==> config.mk <==
export PLATFORM = sky130hd
export DESIGN_NAME = aebp_host
export DESIGN_NICKNAME = d
export VERILOG_FILES = /design/src/verilog/aebp_pkg.sv /design/src/verilog/aebp_host.sv
export SDC_FILE = /design/constraint.sdc
export NUM_CORES = 1
export LEC_CHECK = 0
export BUFFER_PORTS_ARGS = -buffer_cell sky130_fd_sc_hd__buf_2
export CAP_MARGIN = 20
export CORE_ASPECT_RATIO = 0.7
export CORE_MARGIN = 2
export CORE_UTILIZATION = 50
export CTS_BUF_LIST = sky130_fd_sc_hd__clkbuf_2 sky130_fd_sc_hd__clkbuf_4 sky130_fd_sc_hd__clkbuf_8
export DETAILED_ROUTE_END_ITERATION = 16
export PLACE_DENSITY = 0.75
export SETUP_SLACK_MARGIN = 0.2
export SLEW_MARGIN = 20
export SYNTH_ARGS = -nofsm -noshare
export SYNTH_HDL_FRONTEND = slang
export SYNTH_SLANG_ARGS = --single-unit
==> constraint.sdc <==
create_clock -name ref_clk -period 2.2 [get_ports ref_clk]
set_clock_uncertainty 0.15 [all_clocks]
set_input_delay 0.22 -clock ref_clk [delete_from_list [all_inputs] [get_ports ref_clk]]
set_output_delay 0.22 -clock ref_clk [all_outputs]
set_load 0.02 [all_outputs]
==> src/verilog/aebp_pkg.sv <==
// Purpose: Shared constants for the byte-wide nonvolatile memory host controller
// Assumes: 25 MHz ref_clk
// Notes:   Cycle counts round each minimum time up to whole clocks
package aebp_pkg;
  localparam int unsigned CLK_PERIOD_NS   = 40;
  localparam int unsigned ADDR_W          = 9;
  localparam int unsigned DATA_W          = 8;
  // Strobe phase lengths, least times rounded up
  localparam int unsigned ADDR_SETUP_NS   = 10;
  localparam int unsigned WRITE_PULSE_NS  = 230;
  localparam int unsigned DATA_HOLD_NS    = 50;
  localparam int unsigned READ_ACCESS_NS  = 450;
  localparam int unsigned RECOVERY_NS     = 50;
  localparam int unsigned ADDR_SETUP_CYC  = (ADDR_SETUP_NS + CLK_PERIOD_NS - 1) / CLK_PERIOD_NS;
  localparam int unsigned WRITE_PULSE_CYC = (WRITE_PULSE_NS + CLK_PERIOD_NS - 1) / CLK_PERIOD_NS;
  localparam int unsigned DATA_HOLD_CYC   = (DATA_HOLD_NS + CLK_PERIOD_NS - 1) / CLK_PERIOD_NS;
  // Two extra cycles cover the input synchroniser
  localparam int unsigned READ_ACCESS_CYC = (READ_ACCESS_NS + CLK_PERIOD_NS - 1) / CLK_PERIOD_NS + 2;
  localparam int unsigned RECOVERY_CYC    = (RECOVERY_NS + CLK_PERIOD_NS - 1) / CLK_PERIOD_NS;
  // Worst-case write cycle, 10 ms
  localparam int unsigned WRITE_CYCLE_MS  = 10;
  localparam int unsigned WRITE_CYCLE_CYC = WRITE_CYCLE_MS * 1000000 / CLK_PERIOD_NS;
  localparam int unsigned POLL_LIMIT      = 4095;
  localparam logic [7:0]  ERASE_DATA      = 8'hff;
  localparam logic [7:0]  POLL_DATA_RST   = 8'h00;
  localparam logic [15:0] CNT_RST         = 16'h0000;
endpackage

==> src/verilog/aebp_host.sv <==
// Purpose: Host controller driving a 512 x 8 self-timed EEPROM over its strobes
// Assumes: Device pins are sampled on ref_clk; the board raises the output-gate
//          pin to the erase voltage while erase_high_voltage is high
// Notes:   Strobe timing assumes the slowest speed grade
`timescale 1ns/1ps
`default_nettype none
module aebp_host
  import aebp_pkg::*;
#(
  parameter int unsigned WAIT_CYC = WRITE_CYCLE_CYC
) (
  input  wire logic              ref_clk,
  input  wire logic              rst_n,
  input  wire logic              cmdValid,
  input  wire logic [1:0]        cmdOp,
  input  wire logic [ADDR_W-1:0] cmdAddr,
  input  wire logic [DATA_W-1:0] cmdData,
  input  wire logic              pollEnable,
  input  wire logic [ADDR_W-1:0] pollAddr,
  input  wire logic [DATA_W-1:0] pollData,
  output logic                   cmdReady,
  output logic                   rspValid,
  output logic [DATA_W-1:0]      rspData,
  output logic                   rspTimeout,
  output logic                   chipSelectN,
  output logic                   outputGateN,
  output logic                   writeStrobeN,
  output logic                   eraseHighVoltage,
  output logic [ADDR_W-1:0]      addrLines,
  input  wire logic [DATA_W-1:0] dataLinesIn,
  output logic [DATA_W-1:0]      dataLinesOut,
  output logic                   dataLinesOe
);
  localparam logic [1:0] OP_READ  = 2'h0;
  localparam logic [1:0] OP_WRITE = 2'h1;
  localparam logic [1:0] OP_ERASE = 2'h2;

  // The wait counter is 24 bits wide and needs at least two cycles
  if (WAIT_CYC < 2 || WAIT_CYC > 32'h00ffffff) begin
    $error("WAIT_CYC out of range");
  end

  typedef enum logic [6:0] {
    ST_IDLE  = 7'h01,
    ST_RSET  = 7'h02,
    ST_RACC  = 7'h04,
    ST_WSET  = 7'h08,
    ST_WPUL  = 7'h10,
    ST_WHLD  = 7'h20,
    ST_BUSY  = 7'h40
  } aebp_state_type;

  aebp_state_type    state_r, state_nxt;
  logic [23:0]       cnt_r, cnt_nxt;
  logic [11:0]       polls_r, polls_nxt;
  logic              erase_r, erase_nxt;
  logic              csN_r, csN_nxt, ogN_r, ogN_nxt, weN_r, weN_nxt, oe_r, oe_nxt;
  logic              hv_r, hv_nxt, rdy_r, rdy_nxt, rv_r, rv_nxt, to_r, to_nxt;
  logic [ADDR_W-1:0] addr_r, addr_nxt;
  logic [DATA_W-1:0] dout_r, dout_nxt, rdat_r, rdat_nxt;
  logic              pollMode_r, pollMode_nxt;
  logic [DATA_W-1:0] syncA_r, syncB_r;

  function automatic logic [23:0] cyc(input int unsigned n);
    cyc = 24'(n - 1);
  endfunction

  // Device data is asynchronous to ref_clk
  always_ff @(posedge ref_clk or negedge rst_n) begin
    if (!rst_n) begin
      syncA_r <= 8'h00;
      syncB_r <= 8'h00;
    end else begin
      syncA_r <= dataLinesIn;
      syncB_r <= syncA_r;
    end
  end

  always_comb begin
    state_nxt    = state_r;
    cnt_nxt      = (cnt_r != 24'h000000) ? cnt_r - 24'h000001 : cnt_r;
    polls_nxt    = polls_r;
    erase_nxt    = erase_r;
    csN_nxt      = csN_r;
    ogN_nxt      = ogN_r;
    weN_nxt      = weN_r;
    oe_nxt       = oe_r;
    hv_nxt       = hv_r;
    rdy_nxt      = rdy_r;
    rv_nxt       = 1'b0;
    to_nxt       = 1'b0;
    addr_nxt     = addr_r;
    dout_nxt     = dout_r;
    rdat_nxt     = rdat_r;
    pollMode_nxt = pollMode_r;
    case (state_r)
      ST_IDLE: begin
        if (cmdValid && rdy_r) begin
          rdy_nxt      = 1'b0;
          addr_nxt     = cmdAddr;
          pollMode_nxt = 1'b0;
          csN_nxt      = 1'b0;
          if (cmdOp == OP_READ) begin
            ogN_nxt   = 1'b0;
            cnt_nxt   = cyc(READ_ACCESS_CYC);
            state_nxt = ST_RACC;
          end else if (cmdOp == OP_WRITE || cmdOp == OP_ERASE) begin
            erase_nxt = (cmdOp == OP_ERASE);
            dout_nxt  = (cmdOp == OP_ERASE) ? ERASE_DATA : cmdData;
            hv_nxt    = (cmdOp == OP_ERASE);
            oe_nxt    = 1'b1;
            cnt_nxt   = cyc(ADDR_SETUP_CYC);
            state_nxt = ST_WSET;
          end else begin
            csN_nxt   = 1'b1;
            rdy_nxt   = 1'b1;
          end
        end
      end
      ST_RACC: begin
        if (cnt_r == 24'h000000) begin
          rdat_nxt  = syncB_r;
          csN_nxt   = 1'b1;
          ogN_nxt   = 1'b1;
          cnt_nxt   = cyc(RECOVERY_CYC);
          state_nxt = ST_RSET;
        end
      end
      ST_RSET: begin
        if (cnt_r == 24'h000000) begin
          if (!pollMode_r) begin
            rv_nxt    = 1'b1;
            rdy_nxt   = 1'b1;
            state_nxt = ST_IDLE;
          end else if (rdat_r == pollData) begin
            rdy_nxt   = 1'b1;
            state_nxt = ST_IDLE;
          end else if (polls_r == 12'(POLL_LIMIT)) begin
            to_nxt    = 1'b1;
            rdy_nxt   = 1'b1;
            state_nxt = ST_IDLE;
          end else begin
            polls_nxt = polls_r + 12'h001;
            csN_nxt   = 1'b0;
            ogN_nxt   = 1'b0;
            cnt_nxt   = cyc(READ_ACCESS_CYC);
            state_nxt = ST_RACC;
          end
        end
      end
      ST_WSET: begin
        if (cnt_r == 24'h000000) begin
          weN_nxt   = 1'b0;
          cnt_nxt   = cyc(WRITE_PULSE_CYC);
          state_nxt = ST_WPUL;
        end
      end
      ST_WPUL: begin
        if (cnt_r == 24'h000000) begin
          weN_nxt   = 1'b1;
          cnt_nxt   = cyc(DATA_HOLD_CYC);
          state_nxt = ST_WHLD;
        end
      end
      ST_WHLD: begin
        if (cnt_r == 24'h000000) begin
          csN_nxt   = 1'b1;
          oe_nxt    = 1'b0;
          hv_nxt    = 1'b0;
          // Erase done inside the cycle time
          cnt_nxt   = cyc(WAIT_CYC);
          polls_nxt = 12'h000;
          state_nxt = ST_BUSY;
        end
      end
      ST_BUSY: begin
        if (pollEnable && !erase_r) begin
          addr_nxt     = pollAddr;
          pollMode_nxt = 1'b1;
          csN_nxt      = 1'b0;
          ogN_nxt      = 1'b0;
          cnt_nxt      = cyc(READ_ACCESS_CYC);
          state_nxt    = ST_RACC;
        end else if (cnt_r == 24'h000000) begin
          rdy_nxt   = 1'b1;
          state_nxt = ST_IDLE;
        end
      end
      default: begin
        state_nxt = ST_IDLE;
        csN_nxt   = 1'b1;
        ogN_nxt   = 1'b1;
        weN_nxt   = 1'b1;
        oe_nxt    = 1'b0;
        hv_nxt    = 1'b0;
        rdy_nxt   = 1'b1;
      end
    endcase
  end

  always_ff @(posedge ref_clk or negedge rst_n) begin
    if (!rst_n) begin
      state_r    <= ST_IDLE;
      cnt_r      <= 24'h000000;
      polls_r    <= 12'h000;
      erase_r    <= 1'b0;
      csN_r      <= 1'b1;
      ogN_r      <= 1'b1;
      weN_r      <= 1'b1;
      oe_r       <= 1'b0;
      hv_r       <= 1'b0;
      rdy_r      <= 1'b1;
      rv_r       <= 1'b0;
      to_r       <= 1'b0;
      addr_r     <= 9'h000;
      dout_r     <= 8'h00;
      rdat_r     <= POLL_DATA_RST;
      pollMode_r <= 1'b0;
    end else begin
      state_r    <= state_nxt;
      cnt_r      <= cnt_nxt;
      polls_r    <= polls_nxt;
      erase_r    <= erase_nxt;
      csN_r      <= csN_nxt;
      ogN_r      <= ogN_nxt;
      weN_r      <= weN_nxt;
      oe_r       <= oe_nxt;
      hv_r       <= hv_nxt;
      rdy_r      <= rdy_nxt;
      rv_r       <= rv_nxt;
      to_r       <= to_nxt;
      addr_r     <= addr_nxt;
      dout_r     <= dout_nxt;
      rdat_r     <= rdat_nxt;
      pollMode_r <= pollMode_nxt;
    end
  end

  // Strobes live active low in their own flops, so no gate sits before the pins
  assign chipSelectN      = csN_r;
  assign outputGateN      = ogN_r;
  assign writeStrobeN     = weN_r;
  assign eraseHighVoltage = hv_r;
  assign addrLines        = addr_r;
  assign dataLinesOut     = dout_r;
  assign dataLinesOe      = oe_r;
  assign cmdReady         = rdy_r;
  assign rspValid         = rv_r;
  assign rspData          = rdat_r;
  assign rspTimeout       = to_r;
endmodule
`default_nettype wire

==> results of run 1 <==
## power groups by stage
stage / clock, mW / sequential, mW / combinational [mW]
final: 1.17 / 2.65 / 6.37
after floorplan: 0 / 2.83 / 2.29
after CTS: 1.13 / 2.54 / 5.11
after detailed placement: 0 / 2.57 / 4.22
after global routing: 1.23 / 2.67 / 6.65
after global placement: 0 / 2.55 / 4.10
## worst register-to-register path, stage by stage (launching register included)
cell,delay (ns)
sky130_fd_sc_hd__dfrtp_2,0.48
sky130_fd_sc_hd__buf_4,0.16
sky130_fd_sc_hd__nor4b_2,0.33
sky130_fd_sc_hd__a211o_1,0.19
sky130_fd_sc_hd__nand2_1,0.21
sky130_fd_sc_hd__a211o_4,0.45
sky130_fd_sc_hd__nor3b_4,0.19
sky130_fd_sc_hd__buf_6,0.15
sky130_fd_sc_hd__clkbuf_16,0.15
sky130_fd_sc_hd__nor2_1,0.04
## stage by stage
step / util / instance area, µm² / hold slack, ns
floorplan: - / 5030 / -0.226
global placement: 0.671 / 6180 / 0.0706
detailed placement: 0.671 / 6180 / 0.0790
CTS: 0.789 / 7270 / 0.00286
global route: 0.842 / 7760 / 0.0198
finish: 0.842 / 7760 / 0.0113
## sequential cells by signal, summed over array words and instances, names as in the netlist, 7 cells and up
register	count
addrLines	9
cnt_r	24
dataLinesOut	8
polls_r	12
rspData	8
state_r	7
syncA_r	8
syncB_r	8
## worst max path at each step
stage	cells after the start	start	end	slack [ns]
after floorplan	10	cnt_r[0]$_DFF_PN0_	cnt_r[21]$_DFF_PN0_	-0.02
after global placement	10	cnt_r[0]$_DFF_PN0_	cnt_r[17]$_DFF_PN0_	-0.02
after global routing	7	state_r[3]$_DFFE_PN0P_	cmdReady$_DFFE_PN1P_	-0.48
after CTS	7	cnt_r[18]$_DFF_PN0_	chipSelectN$_DFFE_PN1P_	-0.07
final	9	state_r[2]$_DFFE_PN0P_	cnt_r[19]$_DFF_PN0_	-0.42
after detailed placement	10	cnt_r[1]$_DFF_PN0_	cnt_r[16]$_DFF_PN0_	-0.15
## routing by layer
layer | wire [µm] | part of all wire
met3 | 2300 | 0.11
met2 | 9570 | 0.45
met4 | 1430 | 0.068
met5 | 0 | 0
met1 | 7750 | 0.37
## cell families (layout without fill, tap and decap cells)
kind of cell / after synthesis / after routing / share of synthesized area
AND/OR/NAND/NOR: 211 / 211 / 0.231
AO/OA/AOI/OAI: 85 / 88 / 0.112
multiplexers: 24 / 24 / 0.0528
XOR/XNOR: 38 / 38 / 0.0688
flip-flops: 94 / 94 / 0.488
adder cells (fa/ha/maj): 7 / 7 / 0.0181
buffers and inverters: 32 / 275 / 0.0298
## layout by cell type, fill, tap and decap left out, types with 13 or more instances in the layout
master	netlist	final
sky130_fd_sc_hd__a21oi_1	30	14
sky130_fd_sc_hd__nor2_4	0	14
sky130_fd_sc_hd__xor2_1	14	14
sky130_fd_sc_hd__dlygate4sd3_1	0	30
sky130_fd_sc_hd__buf_4	1	112
sky130_fd_sc_hd__buf_2	10	79
sky130_fd_sc_hd__o21ai_0	17	13
sky130_fd_sc_hd__a21oi_2	0	15
sky130_fd_sc_hd__nor2_1	81	65
sky130_fd_sc_hd__nand2_1	35	30
sky130_fd_sc_hd__buf_6	1	17
sky130_fd_sc_hd__xnor2_1	24	22
sky130_fd_sc_hd__dfrtp_1	89	86
## final cells by class
cell class | instances | area (µm²) | share of cell area
multi-input cells | 368 | 3090 | 0.398
flip-flops and latches | 94 | 2360 | 0.304
repair buffers | 248 | 1920 | 0.248
well taps | 124 | 155 | 0.0200
clock buffers | 9 | 124 | 0.0160
clock inverters | 7 | 62.6 | 0.00806
inverters | 11 | 46.3 | 0.00596
## what timing repair did
| item | CTS | global route |
|---|---|---|
| hold buffers | 30 | 0 |
| pin swaps | 21 | 23 |
| setup buffers | 23 | 18 |
| resized for setup | 85 | 73 |
| setup endpoints to repair | 73 | 76 |
| cloned | 4 | 2 |
| endpoints found under the hold margin | 58 | 0 |
==> results.yml, run 1 <==
clock_network:
  cts_max_level: 3
  clk-insertion-delay-late_ns: 0.40
  cts_root_buf: "sky130_fd_sc_hd__clkbuf_8"
  clock_sink_count: 94
  tritoncts: "built"
  clkSlewWorstSetupHoldPaths_ns: 0.11
  cts.path.max_buffers: 2
  tritoncts.num_buffers: 9
critical_path:
  startpoint_type: "flip-flop"
  crit_path_max_fanout: 7
  r2r_setup_slack_ns: -0.42
  crit_chain: "buf_4 -> nor4b_2 -> a211o_1 -> nand2_1 -> a211o_4 -> nor3b_4 -> buf_6 -> clkbuf_16 -> nor2_1"
  worstSetupEndpointType: "flip-flop"
  path_class: "flip-flop to flip-flop"
  critPathRequiredTime_ns: 2.33
  arrival_ns: 2.76
  worstPathBufferInverterCount: 3
  timing.reg2reg.worst_path_depth: 9
  path_delay_family: "simple AND/OR/NAND/NOR gates"
  critical_path.reg2reg.startpoint: "state_r[2]$_DFFE_PN0P_"
  worst_path_largest_cell_delay_ns: 0.48
  critical_path.slowest_cell: "sky130_fd_sc_hd__dfrtp_2"
  crit-reg2reg-capture: "cnt_r[19]$_DFF_PN0_"
logic_synthesis:
  synth_area_leaders: "sky130_fd_sc_hd__dfrtp_1 46%, sky130_fd_sc_hd__nor2_1 6.3%, sky130_fd_sc_hd__xnor2_1 4.3%"
  post_synth_edffs: 0
  seq_area_frac_synth: 0.488
  dominantRegCellSynth: "sky130_fd_sc_hd__dfrtp_1"
  number_of_synthesized_register_bits: 94
  synth_async_sr_flop_share: 1.00
  synth.cells.most_frequent: "89 x sky130_fd_sc_hd__dfrtp_1, 81 x sky130_fd_sc_hd__nor2_1, 35 x sky130_fd_sc_hd__nand2_1"
  yosys.area.top_type_share: 0.461
  synth_cell_types: 59
  synth_warnings: 0
  synth_most_common_cell: "sky130_fd_sc_hd__dfrtp_1"
  postSynthAreaPerCell_um2: 9.85
  synth_area_leader_cell: "sky130_fd_sc_hd__dfrtp_1"
  synthesis.area_um2: 4830
  mappedNetlistNets: 546
  syn-instance-count: 491
status:
  failed_checks: "negative setup slack"
  run_status: "complete, but fails checks"
worst_hold_path:
  worstHoldPathType: "input pin to flip-flop"
  worst_hold_path.endpoint: "addrLines[5]$_DFFE_PN0P_"
  worst_hold_startpoint: "cmdAddr[5]"
  min_delay_path_depth: 3
timing:
  final.period_utilization: 1.19
  time_the_final_worst_path_needs_with_i_o_delays_and_setup_ns: 2.62
  final-setup-viol-count: 63
  timing.slew.headroom: 0.585
  final_max_slew_violation_count: 0
  rsz0062_at_grt: "true"
  tightest_slew_ns: 0.617
  top_achievable_clock_speed_mhz: 381
  finalSetupTns_ns: -14.49
  final_critical_path_setup_slack_ns: -0.424
  final_hold_viol_count: 0
grt:
  grt_antenna_before_repair: 0
  global_route_wire_length_before_repair_um: 26900
  pin_count_of_the_biggest_net_entering_global_routing: 43
  busiest_layer: "met2"
  global_route.usage.total: 0.335
  use_met3: 0.0888
  gr-total-overflow: 0
  global_route.usage.met2: 0.545
  groute.layer.met1.usage: 0.431
  number_of_global_route_vias_before_repair: 5121
run:
  drv.max_cap_violation_count: 0
placed_design:
  gp_congestion: 0.998
  place.port_buffers: 80
  dp_worst_setup_slack_ns: -0.154
  dp_hpwl_um: 9670
  place.detailed.instances: 768
routing:
  drcViolationCount: 0
  drt_first_pass_iters: 6
  route.final.wire_length_um: 21000
  routedWlPerCell_um: 24.4
  avgViaCountPerCell: 6.55
  num_vias: 5637
  drt-initial-drc-count: 726
  ant_nets: 0
layout:
  layout-drive-gt1-share: 0.499
  finalNetCount: 787
  finish.cell_count_without_fillers: 861
  antennaDiodeCount: 0
  n_fill_cell: 419
  synthToLayoutAreaGrowth_pct: 60.5
power_and_ir_drop:
  combinationalPowerShare: 0.626
  peakVddDrop_uv: 1170
  power-per-cell-area_nw_per_um2: 1310
  power.switching_mw: 4.60
  power.static_leakage_nw: 3.58
  totalPowerFinal_mw: 10.2
  cellInternalPower_mw: 5.58
  power_switching_share: 0.452
  power.clock.fraction: 0.114
  seq_power_share: 0.260
floorplan:
  die_height_um: 86.3
  die_width_um: 122
  die-area_um2: 10500
  starting_density_of_the_core: 0.525
  coreArea_um2: 9220
  io_pins: 81
  row_count: 29
No activity file was read; power rests on OpenSTA's default activity.
==> run 2: changes to the inputs <==
Settings changed: SETUP_SLACK_MARGIN 0.2 to default.
==> run 2 against run 1 <==
  * The flow still finishes with violations (negative setup slack)
  * Sequential power shrank 3%
  * Combinational power shrank 13%
  * Utilization shrank 2.2 points
  * Sequential cell count is the same
  * Largest cell class unchanged
  * Largest power group unchanged
==> results.yml, run 2 (synthesis gave the netlist of run 1 again) <==
timing:
  tightest_slew_ns: 0.534
  time_the_final_worst_path_needs_with_i_o_delays_and_setup_ns: 2.39
  final_critical_path_setup_slack_ns: -0.191
  top_achievable_clock_speed_mhz: 418
  timing.slew.headroom: 0.643
  final.period_utilization: 1.09
  rsz0062_at_grt: "true"
  final-setup-viol-count: 44
  final_hold_viol_count: 0
  final_max_slew_violation_count: 0
routing:
  num_vias: 4915
  dr.max_layer_used: "met4"
  wl_met3_um: 1170
  drt_first_pass_iters: 5
  drcViolationCount: 0
  ant_nets: 0
  routedWlPerCell_um: 19.0
  drt-initial-drc-count: 468
  m1WireLength_um: 6790
  avgViaCountPerCell: 5.79
  met2_wl_post_dr_um: 7740
  route.final.wire_length_um: 16200
grt:
  pin_count_of_the_biggest_net_entering_global_routing: 45
  number_of_global_route_vias_before_repair: 4825
  global_route_wire_length_before_repair_um: 23700
  grt_antenna_before_repair: 0
  global_route.usage.total: 0.288
  gr-total-overflow: 0
floorplan:
  die_width_um: 122
  io_pins: 81
  die_height_um: 86.3
  starting_density_of_the_core: 0.525
  row_count: 29
  die-area_um2: 10500
  coreArea_um2: 9220
layout:
  post-route-cell-area_um2: 7560
  largest_reg_flops: 24
  layout-drive-gt1-share: 0.472
  finalNetCount: 775
  finish.cell_count_without_fillers: 849
  most_common_cell_after_layout_fill_and_taps_aside: "sky130_fd_sc_hd__buf_4"
  layout_common_cells: "112 x sky130_fd_sc_hd__buf_4, 87 x sky130_fd_sc_hd__dfrtp_1, 79 x sky130_fd_sc_hd__buf_2, 77 x sky130_fd_sc_hd__nor2_1, 27 x sky130_fd_sc_hd__nand2_1"
  synthToLayoutAreaGrowth_pct: 56.3
  antennaDiodeCount: 0
  max_flop_register: "cnt_r"
  final_util: 0.820
clock_network:
  cts.path.max_buffers: 2
  tritoncts: "built"
  clkSlewWorstSetupHoldPaths_ns: 0.10
  tritoncts.num_buffers: 9
  clk-insertion-delay-late_ns: 0.38
  cts_max_level: 3
  clock_sink_count: 94
  cts_root_buf: "sky130_fd_sc_hd__clkbuf_8"
placed_design:
  gp_congestion: 0.937
  place.detailed.instances: 780
  dp_hpwl_um: 9650
  detailed_place.area_um2: 6170
  place.port_buffers: 80
critical_path:
  worstSetupEndpointType: "flip-flop"
  arrival_ns: 2.56
  path_class: "flip-flop to flip-flop"
  crit_path_max_fanout: 6
  critPathRequiredTime_ns: 2.37
  startpoint_type: "flip-flop"
status:
  run_status: "complete, but fails checks"
  failed_checks: "negative setup slack"
power_and_ir_drop:
  power.static_leakage_nw: 3.52
  power-per-cell-area_nw_per_um2: 1260
  peakVddDrop_uv: 899
run:
  drv.max_cap_violation_count: 0
worst_hold_path:
  worstHoldPathType: "input pin to flip-flop"
-- run 2: cell types whose count changed in the layout (fill, tap and decap cells not counted), sizes merged --
cell         change
clkinvlp         -1
bufinv           +3
buf              -5
inv              -3
o21ai            -3
clkbuf           +2
dlygate4sd3      -5
-- run 2: final timing paths --
kind,from,endpoint,slack (ns),cells past startpoint
max in group asynchronous,rst_n,state_r[0]$_DFFE_PN1P_,1.04,3
max reg2reg,polls_r[0]$_DFFE_PN0P_,chipSelectN$_DFFE_PN1P_,-0.19,7
min in group asynchronous,rst_n,polls_r[9]$_DFFE_PN0P_,0.20,2
min,pollAddr[5],addrLines[5]$_DFFE_PN0P_,0.02,3
max,polls_r[0]$_DFFE_PN0P_,chipSelectN$_DFFE_PN1P_,-0.19,7
min reg2reg,syncA_r[5]$_DFF_PN0_,syncB_r[5]$_DFF_PN0_,0.21,0
-- run 2: final cells by class --
class | instances | area, µm²
well taps | 124 | 155
multi-input cells | 365 | 2940
inverters | 11 | 46.3
repair buffers | 239 | 1810
clock buffers | 10 | 131
fillers | 524 | 1660
flip-flops and latches | 94 | 2360
clock inverters | 6 | 116
-- run 2: what timing repair did --
item / CTS / global route
cloned: 0 / 3
resized for setup: 48 / 82
hold buffers: 25 / 0
pin swaps: 17 / 43
hold endpoints to repair: 52 / 0
buffers inserted: 5 / 22
endpoints found under the setup margin: 53 / 73
-- run 2: power breakdown --
| part | switching (mW) | leakage [nW] | internal (mW) |
|---|---|---|---|
| Clock | 0.642 | 0.125 | 0.778 |
| Sequential | 0.373 | 1.18 | 2.20 |
| Combinational | 2.90 | 2.22 | 2.62 |
| Total | 3.92 | 3.52 | 5.60 |
-- run 2: per-layer routing --
metal,track usage,up-vias
met5,0,-
met4,0.0700,0
met3,0.0704,49
met2,0.480,265
met1,0.385,2399
li1,-,2202
-- run 2: critical path, stage by stage, from the launching register on --
cell and delay [ns]:
sky130_fd_sc_hd__dfrtp_1 0.38, sky130_fd_sc_hd__ha_1 0.20, sky130_fd_sc_hd__and2_4 0.17, sky130_fd_sc_hd__nand2_2 0.08, sky130_fd_sc_hd__nor3_4 0.50, sky130_fd_sc_hd__o21ai_0 0.34, sky130_fd_sc_hd__nand3_1 0.21, sky130_fd_sc_hd__mux2_4 0.31
-- run 2: stage by stage --
stage          total power [mW]  setup TNS [ns]  hold WS, ns  setup WS [ns]
2_1_floorplan              5.01          -0.553       -0.226        -0.0746
3_3_place_gp               6.61           -4.08       0.0661         -0.161
3_5_place_dp               6.72           -6.37       0.0752         -0.253
4_1_cts                    8.58           -1.23      0.00104         -0.124
5_1_grt                    10.0           -7.29       0.0234         -0.247
6_report                   9.51           -3.34       0.0201         -0.191
